==> config.mk <==
export PLATFORM = sky130hd
export DESIGN_NAME = host_bus_slave_dma
export DESIGN_NICKNAME = d
export VERILOG_FILES = /design/src/hdl/hbus_pkg.sv /design/src/hdl/host_bus_slave_dma.sv /design/src/hdl/word_fifo.sv
export SDC_FILE = /design/constraint.sdc
export NUM_CORES = 1
export LEC_CHECK = 0
export BUFFER_PORTS_ARGS = -buffer_cell sky130_fd_sc_hd__buf_2
export CAP_MARGIN = 20
export CORE_MARGIN = 10
export CORE_UTILIZATION = 45
export CTS_BUF_LIST = sky130_fd_sc_hd__clkbuf_16
export CTS_CLUSTER_DIAMETER = 200
export DETAILED_ROUTE_END_ITERATION = 7
export SYNTH_ARGS = -nofsm -noshare
export SYNTH_HDL_FRONTEND = slang
export SYNTH_SLANG_ARGS = --single-unit
==> constraint.sdc <==
create_clock -name mclk -period 5.6 [get_ports mclk]
set_input_delay 1.68 -clock mclk [delete_from_list [all_inputs] [get_ports mclk]]
set_output_delay 1.68 -clock mclk [all_outputs]
set_load 0.1 [all_outputs]
==> src/hdl/hbus_pkg.sv <==
// Shared constants and carrier types for the host bus front end.
package hbus_pkg;
	// Bus widths.
	localparam int ADDR_W = 18;
	localparam int DATA_W = 16;
	// Clock and bus timing.
	localparam int CLK_NS = 20;
	localparam int DESKEW_NS = 150;
	localparam int DESKEW_CYC = (DESKEW_NS + CLK_NS - 1) / CLK_NS;
	localparam int TIMEOUT_NS = 10000;
	localparam int TIMEOUT_CYC = (TIMEOUT_NS + CLK_NS - 1) / CLK_NS;
	localparam int CNT_W = 10;
	// Address decode memory layout: five variants of ten bases each.
	localparam logic [17:0] FIRST_BASE = 18'h3_E0E0;
	localparam logic [17:0] SLOT_STEP = 18'h0_0020;
	localparam int VARIANTS = 5;
	localparam int BASES_PER = 10;
	localparam int SLOTS = VARIANTS * BASES_PER;
	localparam int EMUL_BYTES = 32;
	localparam int MAX_GROUPS = 6;
	localparam int FIFO_DEPTH = 16;
	// Bus cycle function codes for a word read.
	localparam logic C1_READ = 1'h0;
	localparam logic C0_READ = 1'h0;

	// Control lines that the block may pull.
	typedef struct packed {
		logic msyn;
		logic ssyn;
		logic c1;
		logic c0;
		logic bbsy;
		logic sack;
		logic nonprocessorRequest;
		logic requestLevelFive;
		logic intr;
	} busCtl_t;

	// Control lines that the block observes.
	typedef struct packed {
		logic msyn;
		logic ssyn;
		logic c1;
		logic c0;
		logic bbsy;
		logic parityErr;
		logic npg;
		logic bg5;
		logic dcPowerLow;
		logic init;
	} busIn_t;

	// Every pin input, gathered for the synchroniser.
	typedef struct packed {
		logic [ADDR_W-1:0] addr;
		logic [DATA_W-1:0] data;
		busIn_t ctl;
		logic dsrSwitch;
		logic [3:0] baseAddressSwitch;
		logic [2*MAX_GROUPS-1:0] wrapSwitch;
	} pins_t;

	// One fetched word with its error mark.
	typedef struct packed {
		logic err;
		logic [DATA_W-1:0] data;
	} dmaWord_t;
endpackage

==> src/hdl/host_bus_slave_dma.sv <==
// Host bus slave, interrupt poster and word fetch engine of the multiplexer controller.
`timescale 1ns/1ps
module host_bus_slave_dma #(
	parameter int NUM_EMUL = 2,
	parameter int DECODE_VARIANT = 0
)(
	// Clock and reset.
	input wire logic mclk,
	input wire logic rst,
	// Host bus pins, each open line split into in, out and enable.
	input wire logic [hbus_pkg::ADDR_W-1:0] addrIn,
	output logic [hbus_pkg::ADDR_W-1:0] addrOut,
	output logic addrOe,
	input wire logic [hbus_pkg::DATA_W-1:0] dataIn,
	output logic [hbus_pkg::DATA_W-1:0] dataOut,
	output logic dataOe,
	input wire hbus_pkg::busIn_t ctlIn,
	output hbus_pkg::busCtl_t ctlOut,
	output hbus_pkg::busCtl_t ctlOe,
	output logic npgOut,
	output logic bg5Out,
	// Option switches.
	input wire logic [3:0] baseAddressSwitch,
	input wire logic dsrSwitch,
	input wire logic [2*hbus_pkg::MAX_GROUPS-1:0] wrapSwitch,
	// Clear and self-test towards the firmware.
	output logic ctrlClear,
	output logic selfTestStart,
	output logic linesDisabled,
	input wire logic paramsLoaded,
	// Register access handed to the firmware.
	output logic slvReq,
	output logic [7:0] slvOffset,
	output logic slvWrite,
	output logic slvByte,
	output logic [hbus_pkg::DATA_W-1:0] slvWdata,
	input wire logic slvAck,
	input wire logic [hbus_pkg::DATA_W-1:0] slvRdata,
	// Interrupt requests with programmed vectors.
	input wire logic irqReq,
	input wire logic [hbus_pkg::DATA_W-1:0] irqVector,
	output logic irqDone,
	// Word fetch requests and fetched words.
	input wire logic dmaReq,
	input wire logic [hbus_pkg::ADDR_W-1:0] dmaAddr,
	output logic dmaDone,
	output logic nonexistentMemoryError,
	output logic wordValid,
	input wire logic wordReady,
	output hbus_pkg::dmaWord_t wordOut,
	// Line adapter indicators and options.
	input wire logic [7:0] lineFault,
	output logic [7:0] faultLed,
	output logic dsrRewired,
	output logic [2*hbus_pkg::MAX_GROUPS-1:0] wrapMode
);
	// Refuse configurations the decode and window logic cannot serve.
	if (NUM_EMUL < 1 || NUM_EMUL > hbus_pkg::MAX_GROUPS ||
		DECODE_VARIANT < 0 || DECODE_VARIANT >= hbus_pkg::VARIANTS)
	begin : g_bad_cfg
		$error("host_bus_slave_dma: unsupported configuration");
	end

	////////////////////////////////////////////////////////////////////////////////
	// Pin synchroniser: three stages, a change counts once stages two and three agree.

	hbus_pkg::pins_t rawPins, s1, s2, s3, pin, next_pin;

	assign rawPins = '{addr: addrIn, data: dataIn, ctl: ctlIn, dsrSwitch: dsrSwitch,
		baseAddressSwitch: baseAddressSwitch, wrapSwitch: wrapSwitch};

	// Bitwise agreement filter; stage one is only read by stage two.
	always_comb
	begin
		next_pin = (s3 & ~(s2 ^ s3)) | (pin & (s2 ^ s3));
	end

	// Registers only.
	always_ff @(posedge mclk)
	begin
		if (rst)
		begin
			s1 <= '0;
			s2 <= '0;
			s3 <= '0;
			pin <= '0;
		end
		else
		begin
			s1 <= rawPins;
			s2 <= s1;
			s3 <= s2;
			pin <= next_pin;
		end
	end

	////////////////////////////////////////////////////////////////////////////////
	// Address decode from a pair of lookup memories.

	// Slot address for entry i of the decode memories.
	function automatic logic [17:0] slotAddr(input int i);
		slotAddr = hbus_pkg::FIRST_BASE + 18'(i) * hbus_pkg::SLOT_STEP;
	endfunction

	logic [8:0] decodeHi [hbus_pkg::SLOTS]; // Upper half of each base.
	logic [8:0] decodeLo [hbus_pkg::SLOTS]; // Lower half of each base.
	for (genvar i = 0; i < hbus_pkg::SLOTS; i++)
	begin : g_decode
		localparam logic [17:0] SLOT = slotAddr(i); // Base held in entry i.
		assign decodeHi[i] = SLOT[17:9];
		assign decodeLo[i] = SLOT[8:0];
	end

	logic swOk, hit;
	logic [5:0] selIdx;
	logic [17:0] base, offsetFull;
	localparam logic [17:0] WINDOW = 18'(NUM_EMUL * hbus_pkg::EMUL_BYTES);

	// Switch values past the last base leave the device off the bus.
	always_comb
	begin
		swOk = pin.baseAddressSwitch < 4'(hbus_pkg::BASES_PER);
		selIdx = swOk ? 6'(DECODE_VARIANT * hbus_pkg::BASES_PER) +
			{2'h0, pin.baseAddressSwitch} : 6'h00;
		base = {decodeHi[selIdx], decodeLo[selIdx]};
		offsetFull = pin.addr - base;
		hit = swOk && pin.addr >= base && offsetFull < WINDOW;
	end

	////////////////////////////////////////////////////////////////////////////////
	// Bus sequencer, clear handling and option outputs.

	// Bus sequencer states; kept local so the bare state names resolve here.
	typedef enum logic [3:0] {
		S_IDLE, S_SLV_WAIT, S_SLV_END, S_ARB, S_SACK,
		S_DESKEW, S_DMA_WAIT, S_INTR, S_RELEASE
	} busState_t;
	busState_t state, next_state;
	logic [hbus_pkg::CNT_W-1:0] cnt, next_cnt; // Deskew and timeout count.
	logic kindDma, next_kindDma; // Arbitration is for a fetch, not a vector.
	logic powerLowSeen, next_powerLowSeen;
	logic busClear, grantIn, push;
	hbus_pkg::busCtl_t next_ctlOut;
	hbus_pkg::dmaWord_t pushWord;
	logic [17:0] next_addrOut;
	logic [15:0] next_dataOut, next_slvWdata;
	logic [7:0] next_slvOffset;
	logic next_addrOe, next_dataOe, next_slvReq, next_slvWrite, next_slvByte;
	logic next_irqDone, next_dmaDone, next_nxm, next_selfTest, next_linesOff;
	logic fifoInReady;

	assign busClear = pin.ctl.dcPowerLow || pin.ctl.init;
	assign grantIn = kindDma ? pin.ctl.npg : pin.ctl.bg5;

	// Next values of the whole sequencer.
	always_comb
	begin
		next_state = state;
		next_cnt = cnt;
		next_kindDma = kindDma;
		next_ctlOut = ctlOut;
		next_addrOut = addrOut;
		next_addrOe = addrOe;
		next_dataOut = dataOut;
		next_dataOe = dataOe;
		next_slvReq = 1'b0;
		next_slvOffset = slvOffset;
		next_slvWrite = slvWrite;
		next_slvByte = slvByte;
		next_slvWdata = slvWdata;
		next_irqDone = 1'b0;
		next_dmaDone = 1'b0;
		next_nxm = 1'b0;
		push = 1'b0;
		pushWord = '0;
		next_selfTest = 1'b0;
		next_linesOff = paramsLoaded ? 1'b0 : linesDisabled;
		next_powerLowSeen = powerLowSeen || pin.ctl.dcPowerLow;
		// A test runs at the end of a clear only if power was low.
		if (ctrlClear && !busClear)
		begin
			next_selfTest = powerLowSeen;
			next_powerLowSeen = 1'b0;
		end
		case (state)
			S_IDLE, S_ARB:
			begin
				// Serving the host first avoids a stall while we wait for a grant.
				if (pin.ctl.msyn && hit && !ctlOut.bbsy)
				begin
					next_slvReq = 1'b1;
					next_slvOffset = offsetFull[7:0];
					next_slvWrite = pin.ctl.c1;
					next_slvByte = pin.ctl.c0;
					next_slvWdata = pin.data;
					next_state = S_SLV_WAIT;
				end
				else if (state == S_ARB)
				begin
					if (grantIn)
					begin
						next_ctlOut.nonprocessorRequest = 1'b0;
						next_ctlOut.requestLevelFive = 1'b0;
						next_ctlOut.sack = 1'b1;
						next_state = S_SACK;
					end
				end
				else if (irqReq)
				begin
					next_kindDma = 1'b0;
					next_ctlOut.requestLevelFive = 1'b1;
					next_state = S_ARB;
				end
				else if (dmaReq && fifoInReady)
				begin
					next_kindDma = 1'b1;
					next_ctlOut.nonprocessorRequest = 1'b1;
					next_state = S_ARB;
				end
			end
			S_SLV_WAIT:
			begin
				// The host may give up; then the access is abandoned.
				if (!pin.ctl.msyn)
				begin
					next_state = S_IDLE;
				end
				else if (slvAck)
				begin
					next_dataOut = slvRdata;
					next_dataOe = !slvWrite;
					next_ctlOut.ssyn = 1'b1;
					next_state = S_SLV_END;
				end
			end
			S_SLV_END:
			begin
				if (!pin.ctl.msyn)
				begin
					next_ctlOut.ssyn = 1'b0;
					next_dataOe = 1'b0;
					next_state = S_IDLE;
				end
			end
			S_SACK:
			begin
				// Take the bus once it is idle and the grant has gone.
				if (!pin.ctl.bbsy && !pin.ctl.ssyn && !grantIn)
				begin
					next_ctlOut.sack = 1'b0;
					next_ctlOut.bbsy = 1'b1;
					next_cnt = '0;
					if (kindDma)
					begin
						next_addrOut = dmaAddr;
						next_addrOe = 1'b1;
						next_ctlOut.c1 = hbus_pkg::C1_READ;
						next_ctlOut.c0 = hbus_pkg::C0_READ;
						next_state = S_DESKEW;
					end
					else
					begin
						next_dataOut = irqVector;
						next_dataOe = 1'b1;
						next_ctlOut.intr = 1'b1;
						next_state = S_INTR;
					end
				end
			end
			S_DESKEW:
			begin
				next_cnt = cnt + 1'b1;
				if (cnt == hbus_pkg::CNT_W'(hbus_pkg::DESKEW_CYC - 1))
				begin
					next_ctlOut.msyn = 1'b1;
					next_cnt = '0;
					next_state = S_DMA_WAIT;
				end
			end
			S_DMA_WAIT:
			begin
				next_cnt = cnt + 1'b1;
				if (pin.ctl.ssyn || cnt == hbus_pkg::CNT_W'(hbus_pkg::TIMEOUT_CYC - 1))
				begin
					push = 1'b1;
					pushWord.data = pin.data;
					pushWord.err = !pin.ctl.ssyn || pin.ctl.parityErr;
					next_nxm = pushWord.err;
					next_dmaDone = 1'b1;
					next_ctlOut.msyn = 1'b0;
					next_state = S_RELEASE;
				end
			end
			S_INTR:
			begin
				if (pin.ctl.ssyn)
				begin
					next_ctlOut.intr = 1'b0;
					next_dataOe = 1'b0;
					next_irqDone = 1'b1;
					next_state = S_RELEASE;
				end
			end
			S_RELEASE:
			begin
				if (!pin.ctl.ssyn)
				begin
					next_ctlOut.bbsy = 1'b0;
					next_addrOe = 1'b0;
					next_state = S_IDLE;
				end
			end
			default:
			begin
				next_state = S_IDLE;
			end
		endcase
		// A clear drops every bus line and parks the sequencer.
		if (busClear)
		begin
			next_state = S_IDLE;
			next_ctlOut = '0;
			next_addrOe = 1'b0;
			next_dataOe = 1'b0;
			next_linesOff = 1'b1;
			push = 1'b0;
		end
	end

	// Registers only.
	always_ff @(posedge mclk)
	begin
		if (rst)
		begin
			state <= S_IDLE;
			cnt <= '0;
			kindDma <= 1'b0;
			ctlOut <= '0;
			ctlOe <= '0;
			addrOut <= '0;
			addrOe <= 1'b0;
			dataOut <= '0;
			dataOe <= 1'b0;
			slvReq <= 1'b0;
			slvOffset <= '0;
			slvWrite <= 1'b0;
			slvByte <= 1'b0;
			slvWdata <= '0;
			irqDone <= 1'b0;
			dmaDone <= 1'b0;
			nonexistentMemoryError <= 1'b0;
			powerLowSeen <= 1'b0;
			ctrlClear <= 1'b0;
			selfTestStart <= 1'b0;
			linesDisabled <= 1'b1;
			npgOut <= 1'b0;
			bg5Out <= 1'b0;
			faultLed <= '0;
			dsrRewired <= 1'b0;
			wrapMode <= '0;
		end
		else
		begin
			state <= next_state;
			cnt <= next_cnt;
			kindDma <= next_kindDma;
			ctlOut <= next_ctlOut;
			ctlOe <= next_ctlOut; // Enable high exactly while a line is pulled.
			addrOut <= next_addrOut;
			addrOe <= next_addrOe;
			dataOut <= next_dataOut;
			dataOe <= next_dataOe;
			slvReq <= next_slvReq;
			slvOffset <= next_slvOffset;
			slvWrite <= next_slvWrite;
			slvByte <= next_slvByte;
			slvWdata <= next_slvWdata;
			irqDone <= next_irqDone;
			dmaDone <= next_dmaDone;
			nonexistentMemoryError <= next_nxm;
			powerLowSeen <= next_powerLowSeen;
			ctrlClear <= busClear;
			selfTestStart <= next_selfTest;
			linesDisabled <= next_linesOff;
			// Grants we did not ask for travel on down the chain.
			npgOut <= pin.ctl.npg && !ctlOut.nonprocessorRequest && !ctlOut.sack;
			bg5Out <= pin.ctl.bg5 && !ctlOut.requestLevelFive && !ctlOut.sack;
			faultLed <= lineFault;
			dsrRewired <= pin.dsrSwitch;
			wrapMode <= pin.wrapSwitch;
		end
	end

	// Fetched words wait here; a full buffer holds off the next fetch.
	word_fifo #(
		.WIDTH($bits(hbus_pkg::dmaWord_t)),
		.DEPTH(hbus_pkg::FIFO_DEPTH)
	) u_fifo (
		.mclk(mclk),
		.rst(rst),
		.flush(busClear),
		.inValid(push),
		.inReady(fifoInReady),
		.inData(pushWord),
		.outValid(wordValid),
		.outReady(wordReady),
		.outData(wordOut)
	);

	////////////////////////////////////////////////////////////////////////////////
	// Assertions and covers.

	property p_decodeWindow;
		@(posedge mclk) disable iff (rst) slvReq |-> {10'h000, slvOffset} < WINDOW;
	endproperty
	a_decodeWindow: assert property (p_decodeWindow) else $error("offset outside window");

	property p_vector;
		@(posedge mclk) disable iff (rst) $rose(ctlOut.intr) |-> dataOe && dataOut == $past(irqVector);
	endproperty
	a_vector: assert property (p_vector) else $error("vector not driven");

	property p_levelFive;
		@(posedge mclk) disable iff (rst) $rose(ctlOut.intr) |-> $past(state) == S_SACK && !kindDma;
	endproperty
	a_levelFive: assert property (p_levelFive) else $error("interrupt without grant");

	property p_clear;
		@(posedge mclk) disable iff (rst) busClear |=> ctlOut == '0 && state == S_IDLE && ctrlClear;
	endproperty
	a_clear: assert property (p_clear) else $error("clear not applied");

	property p_selfTest;
		@(posedge mclk) disable iff (rst) selfTestStart |-> $past(powerLowSeen) && !ctrlClear;
	endproperty
	a_selfTest: assert property (p_selfTest) else $error("self-test without power low");

	property p_wordRead;
		@(posedge mclk) disable iff (rst) ctlOut.msyn |-> !ctlOut.c1 && !ctlOut.c0 && addrOe;
	endproperty
	a_wordRead: assert property (p_wordRead) else $error("fetch is not a word read");

	property p_parityNxm;
		@(posedge mclk) disable iff (rst)
			state == S_DMA_WAIT && pin.ctl.ssyn && pin.ctl.parityErr && !busClear
			|=> nonexistentMemoryError && dmaDone;
	endproperty
	a_parityNxm: assert property (p_parityNxm) else $error("parity error not reported");

	property p_linesOff;
		@(posedge mclk) disable iff (rst) ctrlClear |-> ##1 linesDisabled;
	endproperty
	a_linesOff: assert property (p_linesOff) else $error("lines not disabled");

	property p_grantFirst;
		@(posedge mclk) disable iff (rst) $rose(addrOe) |-> $past(state) == S_SACK && ctlOut.bbsy;
	endproperty
	a_grantFirst: assert property (p_grantFirst) else $error("address before grant");

	property p_msynDeskew;
		@(posedge mclk) disable iff (rst) $rose(addrOe) |-> !ctlOut.msyn [*8];
	endproperty
	a_msynDeskew: assert property (p_msynDeskew) else $error("deskew too short");

	c_fetch: cover property (@(posedge mclk) disable iff (rst) dmaDone && !nonexistentMemoryError);
	c_nxm: cover property (@(posedge mclk) disable iff (rst) nonexistentMemoryError);
	c_intr: cover property (@(posedge mclk) disable iff (rst) irqDone);
	c_slave: cover property (@(posedge mclk) disable iff (rst) slvReq ##[1:20] ctlOut.ssyn);
endmodule // host_bus_slave_dma

==> src/hdl/word_fifo.sv <==
// Word FIFO with valid and ready on both sides.
`timescale 1ns/1ps
module word_fifo #(
	parameter int WIDTH = 17,
	parameter int DEPTH = 16
)(
	// Clock, reset and flush.
	input wire logic mclk,
	input wire logic rst,
	input wire logic flush,
	// Filling side.
	input wire logic inValid,
	output logic inReady,
	input wire logic [WIDTH-1:0] inData,
	// Draining side.
	output logic outValid,
	input wire logic outReady,
	output logic [WIDTH-1:0] outData
);
	localparam int PTR_W = $clog2(DEPTH);

	// Depth must be a power of two so the pointers wrap by themselves.
	if (DEPTH < 2 || (1 << PTR_W) != DEPTH)
	begin : g_bad_depth
		$error("word_fifo depth must be a power of two");
	end

	logic [WIDTH-1:0] mem [DEPTH]; // Storage array.
	logic [PTR_W-1:0] wrPtr, rdPtr, next_wrPtr, next_rdPtr;
	logic [PTR_W:0] count, next_count; // Words held.
	logic push, pop;

	assign inReady = count != (PTR_W + 1)'(DEPTH);
	assign outValid = count != '0;
	assign outData = mem[rdPtr];

	// Pointer and count arithmetic; a flush empties the buffer at once.
	always_comb
	begin
		push = inValid && inReady;
		pop = outValid && outReady;
		next_wrPtr = wrPtr + PTR_W'(push);
		next_rdPtr = rdPtr + PTR_W'(pop);
		next_count = count + (PTR_W + 1)'(push) - (PTR_W + 1)'(pop);
		if (flush)
		begin
			next_wrPtr = '0;
			next_rdPtr = '0;
			next_count = '0;
		end
	end

	// Registers only.
	always_ff @(posedge mclk)
	begin
		if (rst)
		begin
			wrPtr <= '0;
			rdPtr <= '0;
			count <= '0;
		end
		else
		begin
			wrPtr <= next_wrPtr;
			rdPtr <= next_rdPtr;
			count <= next_count;
		end
		if (push && !flush)
		begin
			mem[wrPtr] <= inData;
		end
	end
endmodule // word_fifo

==> impl_metrics.tcl <==
set metrics [dict create \
    power_density_mw_per_mm2 421.6 \
    ant_nets 0 \
    status "completed" \
    synth_compound_area_share_pct 6.238 \
    core-area_mm2 0.05038 \
    crit_type "flop to primary output" \
    chipWidth_um 246.3 \
    peakVddDrop_v 0.0003192 \
    cts_sinks 644 \
    crit_start "u_fifo.rdPtr[0]$_SDFF_PP0_" \
    dp_hpwl_um 33980 \
    worst_pin_slew_ps 1088 \
    final_cell_area_mm2 0.02711 \
    fin_crit_sh_pct 85.01 \
    gr-usage-all-layers_pct 16.71 \
    dieArea_mm2 0.06066 \
    muxShareOfSynthArea_pct 9.224 \
    grt_setup_unrepaired "false" \
    synth-xor-area-share_pct 0.6461 \
    fp.dieH_um 246.3 \
    syn_to_final_growth_pct 17.64 \
    gp_congestion 0.7961 \
    synth_top_area_cell "edfxtp_1" \
    power.leakage_uw 0.01028 \
    min_period_ps 4760 \
    setup_viol 0 \
    cts_tree "built" \
    drive_gt1_share_pct 24.18 \
    dr.pass1.iters 4 \
    drt_first_iter_violations 985 \
    grt_pass1_wl_um 78470 \
    start_util_pct 45.75 \
    cts-root-buf "clkbuf_16" \
    grt_max_degree 183 \
    max-cap-violations 0 \
    viasPerCell 5.104 \
    ys_top_cells_by_area "edfxtp_1, dfxtp_1, mux4_2" \
    clock_skew_ps 20.02 \
    p_seq_share_pct 45.4 \
    cts.path.max_buffers 3 \
    antenna_found_initial 2 \
    clk_pin_slew_ps 60 \
    synth_top_family_by_area "simple AND/OR/NAND/NOR gates" \
    async_reset_ff_share_pct 0 \
    synth-adder-area-share_pct 1.151 \
    crit_arrival_ps 3080 \
    hold_buffers 0 \
    power_frac_comb_pct 18.5 \
    register_area_mm2 0.01562 \
    wl_per_cell_um 19.10 \
    grt-ovfl-total 0 \
    portBuffers 249 \
    htree_levels 3 \
    wirelength_um 51260 \
    switching_share_pct 28.71 \
    yosysSeqAreaShare_pct 67.76 \
    synth_area_mm2 0.02305 \
    synth_ff_type "dfxtp_1" \
    max-slew-margin-rel_pct 27.10 \
    synth_seq_cells 644 \
    rows 82 \
    p_sw_uw 3282 \
    slew_viol_final 0 \
    post_cts_resize_count 0 \
    crit_fanout 28 \
    internal_power_uw 8149 \
    end_kind "primary output" \
    worstHoldStart "s1[35]$_SDFF_PP0_" \
    multi_input_area_mm2 0.006992 \
    synth_cells 1712 \
    yosys.area_share.simple_pct 12.73 \
    fin_tns_setup_ps 0 \
    min_path_type "flop to flop" \
    startpoint_type "flop" \
    dpl_cell_area_mm2 0.02506 \
    vias 13695 \
    ys_types 67 \
    layout.nets 2109 \
    yosys_warnings 0 \
    required_ps 3920 \
    synth_common_cells "dfxtp_1, edfxtp_1, nor2b_1" \
    numCtsBuffers 66 \
    synth-edff-count 272 \
    ios 254 \
    first_global_vias 13789 \
    avgSynthCellArea_um2 13.46 \
    power_frac_clock_pct 36.0 \
    fillers 4239 \
    hold_viol 0 \
    fmaxAchievable_mhz 210.1 \
    synth_top_area_share_pct 35.44 \
    cts_setup_buffers 0 \
    synth.most_common_cell "dfxtp_1" \
    drc 0 \
    clock_latency_ps 590 \
]
==> worst max-delay path, cell delays in order (launching register included) <==
cell	delay (ps)
dfxtp_4	740
buf_4	410
mux4_2	540
mux4_2	510
buf_2	320
==> flip-flops by register name (all words and copies together) (netlist names), 4 cells and up, named ones only <==
| signal | count |
|---|---|
| s1 | 61 |
| u_fifo.rdPtr | 4 |
| s2 | 61 |
| slvWdata | 16 |
| wrapMode | 12 |
| u_fifo.wrPtr | 4 |
| faultLed | 8 |
| cnt | 10 |
| dataOut | 16 |
| u_fifo.count | 5 |
| u_fifo.mem | 272 |
| ctlOe | 7 |
| state | 4 |
| s3 | 61 |
| addrOut | 18 |
| slvOffset | 8 |
==> cell families after synthesis <==
group                    after synthesis
flip-flops                           644
buffers and inverters                121
adder cells (fa/ha/maj)               20
AND/OR/NAND/NOR                      551
other                                  1
XOR/XNOR                              17
multiplexers                         106
AO/OA/AOI/OAI                        252
==> through the flow <==
step / util (%) / hold WS, ps / worst slack [ps] / total power (uW) / cells
final: 53.82 / 428.4 / 839.6 / 11430 / 2683
after floorplan: - / 413.8 / 1571 / 6993 / 1715
after CTS: 53.81 / 428.5 / 729.2 / 11570 / 2682
after detailed placement: 49.75 / 420.4 / 1357 / 7437 / 2567
after global placement: 49.74 / 417.3 / 1388 / 7397 / 2566
after global routing: 53.82 / 446.1 / 623.4 / 11900 / 2683
==> cell usage in the layout, fill, tap and decap left out, types with 18 or more instances in the layout <==
cell,netlist,routed
a21oi_1,123,122
and2_1,19,19
buf_2,13,248
buf_4,12,29
clkbuf_16,0,71
dfxtp_1,372,369
edfxtp_1,272,272
ha_1,18,18
inv_1,20,37
mux2i_1,20,20
mux4_2,85,85
nand2_1,145,145
nand3_1,37,37
nor2_1,66,63
nor2b_1,209,209
o21ai_0,78,78
==> path summary, 6_finish.rpt <==
kind | to | slack [ps] | cells past startpoint
worst max-delay path | wordOut[16] | 840 | 4
worst min-delay path | s2[35]$_SDFF_PP0_ | 430 | 1
worst max register to register | ctlOe[2]$_SDFFE_PP0P_ | 1520 | 13
worst min register to register | s2[35]$_SDFF_PP0_ | 430 | 1
==> layer usage <==
layer  global-route usage (%)  vias to the layer above  share of wire [%]
met4                    5.069                        2                2.3
met2                    27.60                      269                 50
met1                    21.10                     6750                 43
met5                        0                        -              0.021
li1                         -                     6595                  -
met3                    4.555                       79                5.2
==> area by class of cell <==
| cell class | count | share of cell area, % |
|---|---|---|
| Multi-Input combinational cell | 950 | 25.79 |
| Timing Repair Buffer | 281 | 5.658 |
| Inverter | 20 | 0.2769 |
| Clock buffer | 71 | 6.553 |
| Antenna cell | 1 | 0.009230 |
| Clock inverter | 44 | 0.9922 |
| Sequential cell | 644 | 57.62 |
| Tap cell | 672 | 3.101 |
==> power groups by stage <==
stage,clock network [uW],logic [uW],registers [uW]
after detailed placement,0,2140,5300
after global placement,0,2110,5290
final,4120,2120,5190
after global routing,4420,2250,5230
after CTS,4230,2150,5200
after floorplan,0,1470,5520
Power figures use the tool's default switching activity.
